### src/shared/card_reader_pkg.sv
package card_reader_pkg;

	// ****************************************************************
	// equipment addresses
	// ****************************************************************
	localparam logic [15:0] DATA_ADDR = 16'h00E0;
	localparam logic [15:0] DIR_ADDR = 16'h00E1;

	// ****************************************************************
	// function word bits
	// ****************************************************************
	localparam int FN_CLR_CTRL = 0;
	localparam int FN_CLR_INT = 1;
	localparam int FN_SEL_DATA = 2;
	localparam int FN_SEL_EOR = 3;
	localparam int FN_SEL_ALARM = 4;
	localparam int FN_START = 5;
	localparam int FN_STOP = 6;

	// ****************************************************************
	// status word bits
	// ****************************************************************
	localparam int ST_READY = 0;
	localparam int ST_BUSY = 1;
	localparam int ST_INT = 2;
	localparam int ST_DATA = 3;
	localparam int ST_EOR = 4;
	localparam int ST_ALARM = 5;
	localparam int ST_LOST = 6;
	localparam int ST_PROTECT = 7;
	localparam int ST_ABSENT = 8;
	localparam int ST_EMPTY = 9;

	// ****************************************************************
	// card format, reset values and timing
	// ****************************************************************
	localparam int COL_PER_CARD = 80;
	localparam int COL_W = 12;
	localparam logic [11:0] HOLD_RST = 12'h000;
	localparam logic [15:0] RDATA_RST = 16'h0000;
	localparam real CLK_PERIOD_NS = 10.0;
	localparam real COL_PERIOD_MS = 6.5;
	localparam real EOR_HOLD_MS = 1.0;
	localparam int COL_CYCLES =
		int'($floor(COL_PERIOD_MS * 1.0e6 / CLK_PERIOD_NS));
	localparam int EOR_CYCLES =
		int'($floor(EOR_HOLD_MS * 1.0e6 / CLK_PERIOD_NS));

	typedef enum logic {S_IDLE, S_READ} rd_state_e;

endpackage : card_reader_pkg

### src/design/card_reader_controller.sv
`timescale 1ns/1ps

// Functional notes
// (RULE1) all 80 columns delivered, pause only at column 1, 6.5 ms apart
// (RULE2) raw binary column, bottom row bit 0, top row bit 11
// (RULE3) director address: write is function word, read is status word
// (RULE4) function bit 0 clears everything, then other bits apply
// (RULE5) function bit 1 clears interrupts, then selects in same word apply
// (RULE6) data interrupt while a column waits; ends on read or clears
// (RULE7) end of record interrupt; reader halts before next card till cleared
// (RULE8) alarm interrupt on four alarm causes; both clears drop it
// (RULE9) start feeds cards until stopped; mid-card start locks that card
// (RULE10) stop locks current card, halts at next card; stop beats start
// (RULE11) ready when powered, card registered, not manual mode
// (RULE12) busy while reading, never when not ready
// (RULE13) interrupt status when any selected condition is pending
// (RULE14) data status follows holding register, drops on column read
// (RULE15) end of record status after last column read, ends on clear or 1 ms
// (RULE16) alarm is OR of four causes, cleared only by master or ctrl clear
// (RULE17) column not taken in time sets lost data and locks the card
// (RULE18) protect status; with host protect on only protected ops accepted (code blocks only when the reader protect switch is also on)
// (RULE19) status bit 8 is zero when the reader is attached
// (RULE20) status bit 9 set when read station holds no card
// (RULE21) data read returns column in low 12 bits, rest zero
// (RULE22) host presents equipment address for every transfer
// (RULE23) master clear gives the same idle state as controller clear
module card_reader_controller #(
	parameter int COL_TICKS = card_reader_pkg::COL_CYCLES,
	parameter int EOR_TICKS = card_reader_pkg::EOR_CYCLES
) (
	input wire logic clk_sys,
	input wire logic arst_n,
	input wire logic host_mclr,
	input wire logic host_protect_sw,
	input wire logic [15:0] io_addr,
	input wire logic [15:0] io_wdata,
	input wire logic io_write,
	input wire logic io_read,
	input wire logic io_protected,
	output logic [15:0] io_rdata,
	output logic io_reply,
	output logic io_reject,
	output logic irq_request,
	input wire logic rdr_power_on,
	input wire logic rdr_card_present,
	input wire logic rdr_man_mode,
	input wire logic rdr_protect_sw,
	input wire logic rdr_attached,
	input wire logic [11:0] rdr_column,
	output logic rdr_feed
);

	localparam int TW = $clog2(COL_TICKS + 1);
	localparam int EW = $clog2(EOR_TICKS + 1);
	localparam int PW = card_reader_pkg::COL_W + 5;
	localparam logic [TW-1:0] COL_LOAD = TW'(COL_TICKS - 1);
	localparam logic [EW-1:0] EOR_LOAD = EW'(EOR_TICKS - 1);
	localparam logic [6:0] LAST_COL = 7'(card_reader_pkg::COL_PER_CARD - 1);

	if (COL_TICKS < 2 || EOR_TICKS < 2) begin : g_bad_param
		$error("timing parameters must be at least 2");
	end

	// ****************************************************************
	// pin synchronisers
	// ****************************************************************
	logic [PW-1:0] pin_s1;
	logic [PW-1:0] pin_s2;
	always_ff @(posedge clk_sys or negedge arst_n) begin
		if (!arst_n) begin
			pin_s1 <= '0;
			pin_s2 <= '0;
		end else begin
			pin_s1 <= {rdr_power_on, rdr_card_present, rdr_man_mode,
				rdr_protect_sw, rdr_attached, rdr_column};
			pin_s2 <= pin_s1;
		end
	end

	logic power_s;
	logic card_s;
	logic man_s;
	logic prot_s;
	logic attached_s;
	logic [11:0] col_s;
	assign {power_s, card_s, man_s, prot_s, attached_s, col_s} = pin_s2;

	// ****************************************************************
	// state
	// ****************************************************************
	card_reader_pkg::rd_state_e state, next_state;
	logic [TW-1:0] timer, next_timer;
	logic [EW-1:0] eor_timer, next_eor_timer;
	logic [6:0] col_cnt, next_col_cnt;
	logic [11:0] hold, next_hold;
	logic data_full, next_data_full;
	logic last_col, next_last_col;
	logic motion, next_motion;
	logic stop_pending, next_stop_pending;
	logic xfer_lock, next_xfer_lock;
	logic lost, next_lost;
	logic alarm, next_alarm;
	logic alarm_irq, next_alarm_irq;
	logic eor, next_eor;
	logic eor_irq, next_eor_irq;
	logic sel_data, next_sel_data;
	logic sel_eor, next_sel_eor;
	logic sel_alarm, next_sel_alarm;
	logic [15:0] next_io_rdata;
	logic next_io_reply;
	logic next_io_reject;

	logic ready;
	logic busy;
	logic tick;
	logic deliver;
	logic hit;
	logic blocked;
	logic acc_wr_fn;
	logic acc_rd_st;
	logic acc_rd_data;
	logic acc_wr_data;
	logic [15:0] status;

	assign ready = power_s && card_s && !man_s; // (RULE11)
	// never busy while not ready, even mid-card
	assign busy = ready
		&& ((state == card_reader_pkg::S_READ) || motion); // (RULE12)
	assign tick = (state == card_reader_pkg::S_READ) && (timer == '0);
	assign deliver = tick && !xfer_lock && !data_full;
	assign hit = (io_read || io_write) && (io_addr == card_reader_pkg::DATA_ADDR
		|| io_addr == card_reader_pkg::DIR_ADDR); // (RULE22)
	assign blocked = host_protect_sw && prot_s && !io_protected; // (RULE18)
	assign acc_wr_fn = hit && !blocked && io_write
		&& io_addr == card_reader_pkg::DIR_ADDR; // (RULE3)
	assign acc_rd_st = hit && !blocked && io_read
		&& io_addr == card_reader_pkg::DIR_ADDR;
	assign acc_rd_data = hit && !blocked && io_read
		&& io_addr == card_reader_pkg::DATA_ADDR;
	assign acc_wr_data = hit && !blocked && io_write
		&& io_addr == card_reader_pkg::DATA_ADDR;
	assign irq_request = (sel_data && data_full)
		|| eor_irq || alarm_irq; // (RULE6)
	assign rdr_feed = (state == card_reader_pkg::S_READ);

	always_comb begin
		status = '0;
		status[card_reader_pkg::ST_READY] = ready;
		status[card_reader_pkg::ST_BUSY] = busy;
		status[card_reader_pkg::ST_INT] = irq_request; // (RULE13)
		status[card_reader_pkg::ST_DATA] = data_full; // (RULE14)
		status[card_reader_pkg::ST_EOR] = eor;
		status[card_reader_pkg::ST_ALARM] = alarm;
		status[card_reader_pkg::ST_LOST] = lost;
		status[card_reader_pkg::ST_PROTECT] = prot_s; // (RULE18)
		status[card_reader_pkg::ST_ABSENT] = !attached_s; // (RULE19)
		status[card_reader_pkg::ST_EMPTY] = !card_s; // (RULE20)
	end

	// ****************************************************************
	// next state
	// ****************************************************************
	logic ev_alarm;
	logic ev_lost;
	logic clr_ctrl;
	logic clr_int;
	always_comb begin
		ev_alarm = 1'b0;
		ev_lost = 1'b0;
		next_state = state;
		next_timer = timer;
		next_eor_timer = eor_timer;
		next_col_cnt = col_cnt;
		next_hold = hold;
		next_data_full = data_full;
		next_last_col = last_col;
		next_motion = motion;
		next_stop_pending = stop_pending;
		next_xfer_lock = xfer_lock;
		next_lost = lost;
		next_alarm = alarm;
		next_alarm_irq = alarm_irq;
		next_eor = eor;
		next_eor_irq = eor_irq;
		next_sel_data = sel_data;
		next_sel_eor = sel_eor;
		next_sel_alarm = sel_alarm;
		next_io_rdata = io_rdata;
		next_io_reply = 1'b0;
		next_io_reject = hit && blocked;
		clr_ctrl = host_mclr || (acc_wr_fn && io_wdata[card_reader_pkg::FN_CLR_CTRL]);
		clr_int = acc_wr_fn && io_wdata[card_reader_pkg::FN_CLR_INT];
		// host reads, data writes and end of record timeout
		if (acc_rd_st) begin
			next_io_reply = 1'b1;
			next_io_rdata = status; // (RULE3)
		end
		if (acc_rd_data) begin
			next_io_reply = 1'b1;
			next_io_rdata = {4'h0, hold}; // (RULE21)
			next_data_full = 1'b0; // (RULE14)
			if (data_full && last_col) begin
				next_eor = 1'b1; // (RULE15)
				next_eor_timer = EOR_LOAD;
				next_eor_irq = sel_eor; // (RULE7)
			end
		end
		if (acc_wr_data) begin
			next_io_reply = 1'b1;
		end
		if (eor && !acc_rd_data) begin
			if (eor_timer == '0) begin
				next_eor = 1'b0; // (RULE15)
			end else begin
				next_eor_timer = eor_timer - 1'b1;
			end
		end
		// card motion
		case (state)
			card_reader_pkg::S_IDLE: begin
				if (motion) begin
					if (stop_pending || lost) begin
						next_motion = 1'b0; // (RULE10) (RULE17)
						next_stop_pending = 1'b0;
					end else if (!ready) begin
						ev_alarm = 1'b1; // (RULE16)
						next_motion = 1'b0;
					end else if (!eor_irq) begin // (RULE7)
						next_state = card_reader_pkg::S_READ;
						next_timer = COL_LOAD;
						next_col_cnt = '0;
						next_xfer_lock = 1'b0;
					end
				end
			end
			card_reader_pkg::S_READ: begin
				if (!power_s || man_s) begin
					ev_alarm = 1'b1; // (RULE16)
					next_motion = 1'b0;
					next_state = card_reader_pkg::S_IDLE;
				end else if (tick) begin
					next_timer = COL_LOAD; // (RULE1)
					next_col_cnt = col_cnt + 1'b1;
					if (deliver) begin
						next_hold = col_s; // (RULE2)
						next_data_full = 1'b1;
						next_last_col = (col_cnt == LAST_COL);
					end else if (!xfer_lock) begin
						ev_lost = 1'b1; // (RULE17)
						next_xfer_lock = 1'b1;
					end
					if (col_cnt == LAST_COL) begin
						next_state = card_reader_pkg::S_IDLE; // (RULE1)
					end
				end else begin
					next_timer = timer - 1'b1;
				end
			end
			default: next_state = card_reader_pkg::S_IDLE;
		endcase
		// clears come first within the function word
		if (clr_ctrl) begin
			next_state = card_reader_pkg::S_IDLE; // (RULE4) (RULE23)
			next_motion = 1'b0;
			next_stop_pending = 1'b0;
			next_xfer_lock = 1'b0;
			next_data_full = 1'b0;
			next_lost = 1'b0;
			next_alarm = 1'b0; // (RULE16)
		end
		if (clr_ctrl || clr_int) begin
			next_sel_data = 1'b0; // (RULE5)
			next_sel_eor = 1'b0;
			next_sel_alarm = 1'b0;
			next_eor = 1'b0;
			next_eor_irq = 1'b0;
			next_alarm_irq = 1'b0; // (RULE8)
		end
		if (acc_wr_fn) begin
			next_io_reply = 1'b1;
			if (io_wdata[card_reader_pkg::FN_SEL_DATA]) begin
				next_sel_data = 1'b1; // (RULE6)
			end
			if (io_wdata[card_reader_pkg::FN_SEL_EOR]) begin
				next_sel_eor = 1'b1;
				next_eor = 1'b0; // (RULE15)
			end
			if (io_wdata[card_reader_pkg::FN_SEL_ALARM]) begin
				next_sel_alarm = 1'b1;
			end
			if (io_wdata[card_reader_pkg::FN_STOP]) begin
				if (next_state == card_reader_pkg::S_READ) begin
					next_stop_pending = 1'b1; // (RULE10)
					next_xfer_lock = 1'b1;
				end else begin
					next_motion = 1'b0;
				end
			end else if (io_wdata[card_reader_pkg::FN_START]) begin
				if (next_state == card_reader_pkg::S_READ) begin
					next_xfer_lock = 1'b1; // (RULE9)
					next_motion = 1'b1;
				end else if (!ready) begin
					ev_alarm = 1'b1; // (RULE16)
				end else begin
					next_motion = 1'b1; // (RULE9)
				end
			end
		end
		// lost data and alarm events win over a clear in the same cycle
		if (ev_lost) begin
			next_lost = 1'b1;
		end
		if (ev_alarm || ev_lost) begin
			next_alarm = 1'b1;
			if (next_sel_alarm) begin
				next_alarm_irq = 1'b1; // (RULE8)
			end
		end
		if (tick && deliver && !clr_ctrl && state == card_reader_pkg::S_READ) begin
			next_data_full = 1'b1;
		end
	end

	always_ff @(posedge clk_sys or negedge arst_n) begin
		if (!arst_n) begin
			state <= card_reader_pkg::S_IDLE;
			timer <= '0;
			eor_timer <= '0;
			col_cnt <= '0;
			hold <= card_reader_pkg::HOLD_RST;
			data_full <= 1'b0;
			last_col <= 1'b0;
			motion <= 1'b0;
			stop_pending <= 1'b0;
			xfer_lock <= 1'b0;
			lost <= 1'b0;
			alarm <= 1'b0;
			alarm_irq <= 1'b0;
			eor <= 1'b0;
			eor_irq <= 1'b0;
			sel_data <= 1'b0;
			sel_eor <= 1'b0;
			sel_alarm <= 1'b0;
			io_rdata <= card_reader_pkg::RDATA_RST;
			io_reply <= 1'b0;
			io_reject <= 1'b0;
		end else begin
			state <= next_state;
			timer <= next_timer;
			eor_timer <= next_eor_timer;
			col_cnt <= next_col_cnt;
			hold <= next_hold;
			data_full <= next_data_full;
			last_col <= next_last_col;
			motion <= next_motion;
			stop_pending <= next_stop_pending;
			xfer_lock <= next_xfer_lock;
			lost <= next_lost;
			alarm <= next_alarm;
			alarm_irq <= next_alarm_irq;
			eor <= next_eor;
			eor_irq <= next_eor_irq;
			sel_data <= next_sel_data;
			sel_eor <= next_sel_eor;
			sel_alarm <= next_sel_alarm;
			io_rdata <= next_io_rdata;
			io_reply <= next_io_reply;
			io_reject <= next_io_reject;
		end
	end
endmodule : card_reader_controller

### config.mk
export PLATFORM = sky130hd
export DESIGN_NAME = card_reader_controller
export DESIGN_NICKNAME = d
export VERILOG_FILES = /design/src/shared/card_reader_pkg.sv /design/src/design/card_reader_controller.sv
export SDC_FILE = /design/constraint.sdc
export NUM_CORES = 1
export LEC_CHECK = 0
export BUFFER_PORTS_ARGS = -buffer_cell sky130_fd_sc_hd__buf_2
export CAP_MARGIN = 10
export CORE_AREA = 2 2 134 136
export DETAILED_ROUTE_END_ITERATION = 7
export DIE_AREA = 0 0 136 138
export PLACE_DENSITY = 0.48
export REMOVE_ABC_BUFFERS = 1
export SYNTH_ARGS = -nofsm -noshare
export SYNTH_HDL_FRONTEND = slang
export SYNTH_SLANG_ARGS = --single-unit
### constraint.sdc
create_clock -name clk_sys -period 2.4 [get_ports clk_sys]
set_input_delay 0.6 -clock clk_sys [delete_from_list [all_inputs] [get_ports clk_sys]]
set_output_delay 0.6 -clock clk_sys [all_outputs]
set_load 0.01 [all_outputs]
==> results.cfg, run 1 <==
[outcome]
status = finished, final reports clean

[worst_setup_path]
worstPathArrival_ns = 2.57
slowest_stage = or4_4
cp.required_ns = 2.69
cpPeakStageDelay_ns = 0.49
startpoint_type = flop
crit_fanout = 5
endpoint_kind = flop
critPathTopFamily = simple AND/OR/NAND/NOR gates
crit_chain = buf_4 > nor4_1 > buf_4 > nand3_1 > or4_4 > nor4b_4 > xnor2_1 > a21oi_2
critical_path_class = reg2reg
cp_num_buf_inv = 2
cpMostUsedCell = buf_4

[sta]
fin_skew_ns = 0.0141
worstMarginPinSlew_ns = 0.568
fin_tns_setup_ns = 0
drv_slew = 0
maxSlewHeadroom = 0.621
fin_crit_ns = 2.28
setup_viol = 0
fin_worst_hold_slack_ns = 0.183
grt_setup_unrepaired = false
hold_viol_final = 0
max_freq_mhz = 438
finalCritPeriodShare = 0.951

[floorplan]
core_area_sq_um = 17500
start_util = 0.293
dieArea_sq_um = 18800
die_w_um = 136
ios = 76
die_y_um = 138
fp-row-count = 49

[synth]
ys.flop_type = dfrtp_1
ys_seq_area_frac = 0.576
ys_warn_count = 0
avgSynthCellArea_sq_um = 10.7
ys_seq_elements = 118
synth_area_sq_um = 5130
synth.distinct_cells = 57
syn-instance-count = 479
async_flop_share = 1.00
synth-edff-count = 0

[cells_and_area]
final_common_cell = dfrtp_1
layout-drive-gt1-share = 0.294
final_nets = 656
n_antenna_cell = 0
postLayoutCellArea_sq_um = 6720
fin_cells = 838
area_growth_pct = 31.1
fillers = 1747
final_cell_mix = dfrtp_1 (118), buf_2 (61), o21ai_0 (53), buf_4 (50), nand2_1 (47)
multi_input_area_sq_um = 2080
seq_area_sq_um = 2950

[clock_network]
clock_latency_ns = 0.41
htreeDepth = 4
clk_pin_slew_ns = 0.06
numCtsBuffers = 17
holdBufCountCts = 0
cts-root-buf = clkbuf_16
clockBufferDepth = 2
cts_tree = yes
cts.sink_count = 118

[hold_path]
min_path_type = in2async

[drt]
avgRoutedWirePerCell_um = 14.4
drt_first_pass_iters = 4
drt-initial-drc-count = 222
drc = 0
num_vias = 3995
totalWireLength_mm = 12.0
drtAntennaViolNets = 0
via_per_inst = 4.77

[placement]
io_buffer_count = 62
placedCellCount = 805
place_area_sq_um = 6060
gp_congestion = 0.825
place_hpwl_mm = 8.78

[global_routing]
antenna_found_initial = 0
gr-total-overflow = 0
grt_max_degree = 42
grt_pass1_wl_mm = 20.4
grt_use_total = 0.137
grt_pass1_vias = 4108

[power_and_ir_drop]
power.leakage_nw = 3.16
ir_drop_mv = 0.431
share_clk_of_total_power = 0.548
switchingPower_w = 0.00105
power.internal_w = 0.00373
share_seq_of_total_power = 0.425
p_sw_frac = 0.219
share_comb_of_total_power = 0.027
p_per_area_nw_per_um2 = 710

[flow_run]
drv_cap = 0
==> cell families after synthesis <==
group                      count (synthesis)  synth area share
xor gates and xnor gates                  12            0.0205
buffers and inverters                     30            0.0273
and+or+nand+nor                          181             0.189
muxes                                     24            0.0500
DFF                                      118             0.576
adders and majority gates                  4           0.00976
AOI/OAI and AO/OA                        109             0.127
other                                      1          0.000731
==> Yosys cell counts (2+ instances only) <==
master	count	area, sq um
a211o_1	3	26.3
a21bo_2	2	20.0
a21o_1	3	22.5
a21oi_1	19	95.1
a22o_1	4	35.0
a31oi_1	5	31.3
and3_1	4	25.0
buf_4	5	37.5
clkbuf_1	12	45.0
dfrtp_1	118	2950
ha_1	4	50.1
inv_1	11	41.3
mux2_2	13	146
mux2i_1	11	110
nand2_1	47	176
nand2b_1	5	31.3
nand3_1	10	50.1
nand3b_1	3	22.5
nand4_1	8	50.1
nor2_1	37	139
nor2b_1	3	18.8
nor3_1	21	105
nor3_2	2	20.0
nor3b_1	2	15.0
nor4_1	13	81.3
nor4b_1	4	35.0
o21a_1	2	15.0
o21ai_0	53	265
o21bai_1	2	15.0
o31ai_1	7	52.6
or2_2	3	18.8
or3_1	6	37.5
or4_4	3	33.8
xnor2_1	6	52.6
xor2_1	6	52.6
==> metal layers <==
layer  vias up  global-route usage  routed length (um)
met4         0              0.0482                 152
met5         -                   0                   0
li1       1951                   -                   -
met1      1944               0.186                5700
met3        12              0.0367                 555
met2        88               0.211                5630
==> layout make-up <==
type                    instances  area share
inverters                      11     0.00614
well taps                     229      0.0426
repair buffers                114       0.110
clock buffers                  17      0.0633
flip-flops and latches        118       0.439
clock inverters                15      0.0287
multi-input cells             334       0.310
==> what timing repair did <==
| action | CTS | global route |
|---|---|---|
| resized for setup | 0 | 6 |
| endpoints found under the setup margin | 0 | 34 |
| buffers inserted | 0 | 1 |
==> final timing paths <==
| path | startpoint | to | slack, ns | cells past startpoint |
|---|---|---|---|---|
| setup reg to reg | timer[5] | timer[18] | 0.12 | 8 |
| hold / removal | arst_n | pin_s1[2] | 0.18 | 1 |
| max in group asynchronous | arst_n | eor_timer[3] | 1.59 | 2 |
| min in group clk_sys | rdr_column[10] | pin_s1[10] | 0.29 | 1 |
| setup / recovery | timer[5] | timer[18] | 0.12 | 8 |
| hold reg to reg | pin_s1[5] | pin_s2[5] | 0.34 | 0 |
==> state kept, by name, summed over array words and instances, names as in the netlist, 7 cells and up <==
signal     cells
col_cnt        7
eor_timer     17
hold          12
io_rdata      12
pin_s1        17
pin_s2        17
timer         20
==> through the flow <==
step	util	total power, W	setup slack (ns)
6_report	0.383	0.00477	0.117
5_1_grt	0.383	0.00496	0.00107
4_1_cts	0.381	0.00484	0.0188
3_5_place_dp	0.346	0.00220	-0.261
3_3_place_gp	0.346	0.00219	-0.201
2_1_floorplan	-	0.00208	-0.249
==> power groups by stage <==
stage	logic, W	registers (W)	clock network [W]
after floorplan	0.0000215	0.00206	0
after global placement	0.000130	0.00206	0
after detailed placement	0.000132	0.00206	0
after CTS	0.000132	0.00203	0.00268
after global routing	0.000147	0.00203	0.00278
final	0.000130	0.00203	0.00261
Note: power is estimated with default switching activity, not from simulation.
==> run 2, diff against run 1 <==
--- a/config.mk
+++ b/config.mk
@@ -7,10 +7,12 @@
 export LEC_CHECK = 0
 export BUFFER_PORTS_ARGS = -buffer_cell sky130_fd_sc_hd__buf_2
 export CAP_MARGIN = 10
-export CORE_AREA = 2 2 134 136
+export CORE_AREA = 2 2 110 112
+export CTS_CLUSTER_SIZE = 24
 export DETAILED_ROUTE_END_ITERATION = 7
-export DIE_AREA = 0 0 136 138
-export PLACE_DENSITY = 0.48
+export DIE_AREA = 0 0 112 114
+export MAX_ROUTING_LAYER = met4
+export PLACE_DENSITY = 0.66
 export REMOVE_ABC_BUFFERS = 1
 export SYNTH_ARGS = -nofsm -noshare
 export SYNTH_HDL_FRONTEND = slang
==> run 2 against run 1 <==
Effect of this change:
- critical path depth decreased by 2
- sequential power about the same
- sequential share of layout area increased by 1.2 points
- via count decreased by 0.53%
- setup slack improved by 0.022 ns
- non-clock buffer count decreased by 7
==> results.cfg, run 2 (synthesis gave the netlist of run 1 again) <==
[cells_and_area]
seq_area_sq_um = 2950
largest_register_ff_count = 20
final_cell_mix = dfrtp_1 (118), buf_2 (61), o21ai_0 (53), nand2_1 (47), buf_4 (44)
fillers = 1021
regMostFlops = timer
n_antenna_cell = 0
multi_input_area_sq_um = 2070
final_nets = 649
fin_cells = 749
final_util = 0.558
area_growth_pct = 27.5
layout-drive-gt1-share = 0.282
final_common_cell = dfrtp_1

[clock_network]
htreeDepth = 4
cts.repair.resized = 0
cts.sink_count = 118
postCtsSetupBuffers = 0
clk_pin_slew_ns = 0.06
holdBufCountCts = 0
clockBufferDepth = 2
cts_tree = yes
clock_latency_ns = 0.41
numCtsBuffers = 17
cts-root-buf = clkbuf_16

[drt]
drtAntennaViolNets = 0
drt-initial-drc-count = 358
totalWireLength_mm = 11.4
num_vias = 3974
drc = 0
avgRoutedWirePerCell_um = 15.2
via_per_inst = 5.31
drt_first_pass_iters = 4

[placement]
place_hpwl_mm = 7.89
gp_congestion = 0.823
placedCellCount = 717
io_buffer_count = 62

[floorplan]
die_w_um = 112
dieArea_sq_um = 12800
core_area_sq_um = 11700
start_util = 0.438
die_y_um = 114
ios = 76
fp-row-count = 40

[hold_path]
min_path_type = in2async

[global_routing]
met2_usage = 0.303
gr-total-overflow = 0
grt_pass1_vias = 4028
grt_use_total = 0.192
grt_pass1_wl_mm = 19.1
grt_max_degree = 45
grt_most_used_layer = met2
globalRouteMet1Util = 0.249
antenna_found_initial = 0
met3_usage = 0.0404

[sta]
fin_worst_hold_slack_ns = 0.156
grt_setup_unrepaired = false
fin_tns_setup_ns = 0
drv_slew = 0
max_freq_mhz = 442
hold_viol_final = 0
setup_viol = 0
worstMarginPinSlew_ns = 0.511
fin_skew_ns = 0.00707
finalCritPeriodShare = 0.942
maxSlewHeadroom = 0.658
fin_crit_ns = 2.26

[worst_setup_path]
startpoint_type = flop
rr_startpoint = timer[10]
cp.depth = 6
endpoint_kind = flop
cp.required_ns = 2.70
cpPeakStageDelay_ns = 0.54
cp_num_buf_inv = 0
crit_chain = or2_1 > or4_4 > or4_4 > nor4b_4 > xnor2_1 > a21oi_2
endpoint = timer[18]
r2r_setup_slack_ns = 0.14
worstPathArrival_ns = 2.56
critPathTopFamily = simple AND/OR/NAND/NOR gates
r2r_end = timer[18]
critical_path_class = reg2reg
reg2reg_depth = 6
setup.worst_path.start = timer[10]
slowest_stage = or4_4
crit_fanout = 5
cpMostUsedCell = or4_4

[power_and_ir_drop]
power.leakage_nw = 3.11
p_per_area_nw_per_um2 = 728
ir_drop_mv = 0.800

[flow_run]
drv_cap = 0

[outcome]
status = finished, final reports clean
[run 2: cell types whose count changed in the layout (fill, tap and decap cells not counted), sizes merged]
cell	before	now
buf	114	107
clkinv	5	4
inv	16	14
clkbuf	17	18
clkinvlp	2	4
[run 2: worst min path at each step]
stage,endpoint,cells past startpoint,slack [ns]
2_1_floorplan,alarm,0,0.30
3_3_place_gp,pin_s2[6],0,0.33
5_1_grt,eor_timer[1],1,0.19
4_1_cts,eor_timer[6],1,0.17
6_report,eor_timer[0],1,0.16
3_5_place_dp,pin_s2[14],0,0.33
[run 2: metal layers]
metal  wire length [um]  up-vias
met5                  0        -
met4                114        0
met3                379       11
met2               5580       68
met1               5280     1950
li1                   -     1945
[run 2: cell type report]
type | instances | area share
Sequential cell | 118 | 0.452
Multi-Input combinational cell | 334 | 0.317
Timing Repair Buffer | 107 | 0.103
Clock buffer | 18 | 0.0672
Tap cell | 147 | 0.0281
Clock inverter | 14 | 0.0266
Inverter | 11 | 0.00631
[run 2: per-stage QoR]
step / total power, W / cell area [sq um] / worst slack [ns]
6_report: 0.00476 / 6540 / 0.139
5_1_grt: 0.00490 / 6540 / 0.00531
4_1_cts: 0.00479 / 6520 / 0.115
3_5_place_dp: 0.00219 / 5900 / -0.170
3_3_place_gp: 0.00219 / 5900 / -0.148
2_1_floorplan: 0.00208 / 5040 / -0.249
[run 2: where the power goes]
group          internal (W)  switching, W  total, W  leakage (nW)
Sequential          0.00202    0.00000973   0.00203          1.50
Combinational     0.0000492     0.0000739  0.000123          1.32
Clock               0.00167      0.000941   0.00261         0.289
==> run 3, diff against run 2 <==
--- a/config.mk
+++ b/config.mk
@@ -11,7 +11,6 @@
 export CTS_CLUSTER_SIZE = 24
 export DETAILED_ROUTE_END_ITERATION = 7
 export DIE_AREA = 0 0 112 114
-export MAX_ROUTING_LAYER = met4
 export PLACE_DENSITY = 0.66
 export REMOVE_ABC_BUFFERS = 1
 export SYNTH_ARGS = -nofsm -noshare
==> run 3 against run 2 <==
Effect of this change:
- core utilization stayed put
- register-to-register slack hardly changed
- setup slack hardly changed
- count of clock-buffer cells in the layout stayed put
- sequential power hardly changed
- critical endpoint unchanged
==> results.cfg, run 3 (synthesis gave the netlist of run 1 again) <==
[clock_network]
clock_latency_ns = 0.41
postCtsSetupBuffers = 0
cts.repair.resized = 0
numCtsBuffers = 17
cts.sink_count = 118
holdBufCountCts = 0
htreeDepth = 4
clk_pin_slew_ns = 0.06
cts_tree = yes
clockBufferDepth = 2
cts-root-buf = clkbuf_16

[sta]
finalCritPeriodShare = 0.942
max_freq_mhz = 442
fin_skew_ns = 0.00662
worstMarginPinSlew_ns = 0.510
grt_setup_unrepaired = false
maxSlewHeadroom = 0.659
hold_viol_final = 0
setup_viol = 0
fin_crit_ns = 2.26
drv_slew = 0
fin_tns_setup_ns = 0

[worst_setup_path]
worstPathArrival_ns = 2.56
critical_path_class = reg2reg
endpoint_kind = flop
crit_fanout = 5
startpoint_type = flop
cp.required_ns = 2.69

[floorplan]
ios = 76
dieArea_sq_um = 12800
fp-row-count = 40
start_util = 0.438
die_w_um = 112
core_area_sq_um = 11700
die_y_um = 114

[cells_and_area]
largest_register_ff_count = 20
final_cell_mix = dfrtp_1 (118), buf_2 (61), o21ai_0 (53), nand2_1 (47), buf_4 (44)
fillers = 1021
layout-drive-gt1-share = 0.282
area_growth_pct = 27.5
regMostFlops = timer
final_common_cell = dfrtp_1
postLayoutCellArea_sq_um = 6540
final_nets = 649
n_antenna_cell = 0

[power_and_ir_drop]
ir_drop_mv = 0.800
share_clk_of_total_power = 0.548
p_total_w = 0.00476
share_comb_of_total_power = 0.026
switchingPower_w = 0.00102
share_seq_of_total_power = 0.426
p_per_area_nw_per_um2 = 728
power.leakage_nw = 3.11
p_sw_frac = 0.215
power.internal_w = 0.00374

[hold_path]
min_path_type = in2async

[flow_run]
drv_cap = 0

[drt]
totalWireLength_mm = 11.3
drc = 0
drtAntennaViolNets = 0
drt_first_pass_iters = 6
num_vias = 3967
avgRoutedWirePerCell_um = 15.1
drt-initial-drc-count = 343
via_per_inst = 5.30

[placement]
io_buffer_count = 62
gp_congestion = 0.811
place_hpwl_mm = 7.89
place_area_sq_um = 5900

[global_routing]
antenna_found_initial = 0
gr-total-overflow = 0
grt_pass1_wl_mm = 19.1
grt_max_degree = 45
grt_pass1_vias = 4027
grt_use_total = 0.186

[outcome]
status = finished, final reports clean
-- run 3: final cells by class --
| cell class | instances | area [sq um] | share of cell area |
|---|---|---|---|
| Inverter | 11 | 41.3 | 0.00631 |
| Tap cell | 147 | 184 | 0.0281 |
| Clock inverter | 14 | 174 | 0.0266 |
| Multi-Input combinational cell | 334 | 2070 | 0.317 |
| Timing Repair Buffer | 107 | 676 | 0.103 |
| Clock buffer | 18 | 439 | 0.0672 |
| Sequential cell | 118 | 2950 | 0.452 |
-- run 3: power groups by stage --
stage | Clock (W) | Combinational, W | Sequential, W
floorplan | 0 | 0.0000215 | 0.00206
global placement | 0 | 0.000124 | 0.00206
detailed placement | 0 | 0.000126 | 0.00206
CTS | 0.00264 | 0.000127 | 0.00203
global route | 0.00272 | 0.000141 | 0.00203
finish | 0.00261 | 0.000123 | 0.00203
-- run 3: path summary, 6_finish.rpt --
kind | start | end | slack [ns] | cells past startpoint
setup / recovery | timer[10] | timer[18] | 0.14 | 6
hold / removal | arst_n | eor_timer[0] | 0.16 | 1
setup reg to reg | timer[10] | timer[18] | 0.14 | 6
hold reg to reg | pin_s1[10] | pin_s2[10] | 0.34 | 0
max in group asynchronous | arst_n | pin_s1[13] | 1.64 | 2
min in group clk_sys | rdr_column[8] | pin_s1[8] | 0.29 | 1
-- run 3: worst max-delay path: stages (launching register included) --
cell     delay, ns
dfrtp_1       0.41
or2_1         0.27
or4_4         0.44
or4_4         0.54
nor4b_4       0.29
xnor2_1       0.17
a21oi_2       0.05
-- run 3: layer usage --
metal | GRT usage | part of all wire | wire, um | vias up
met5 | 0 | 0 | 0 | -
met3 | 0.0404 | 0.032 | 358 | 11
met4 | 0.0675 | 0.010 | 114 | 0
met1 | 0.249 | 0.47 | 5310 | 1946
li1 | - | - | - | 1948
met2 | 0.303 | 0.49 | 5560 | 62
-- run 3: through the flow --
| stage | setup slack (ns) | utilization | cells | hold slack (ns) |
|---|---|---|---|---|
| 2_1_floorplan | -0.249 | - | 463 | 0.304 |
| 3_3_place_gp | -0.148 | 0.504 | 717 | 0.332 |
| 3_5_place_dp | -0.170 | 0.504 | 717 | 0.335 |
| 4_1_cts | 0.115 | 0.556 | 749 | 0.167 |
| 5_1_grt | 0.00534 | 0.558 | 749 | 0.192 |
| 6_report | 0.138 | 0.558 | 749 | 0.158 |
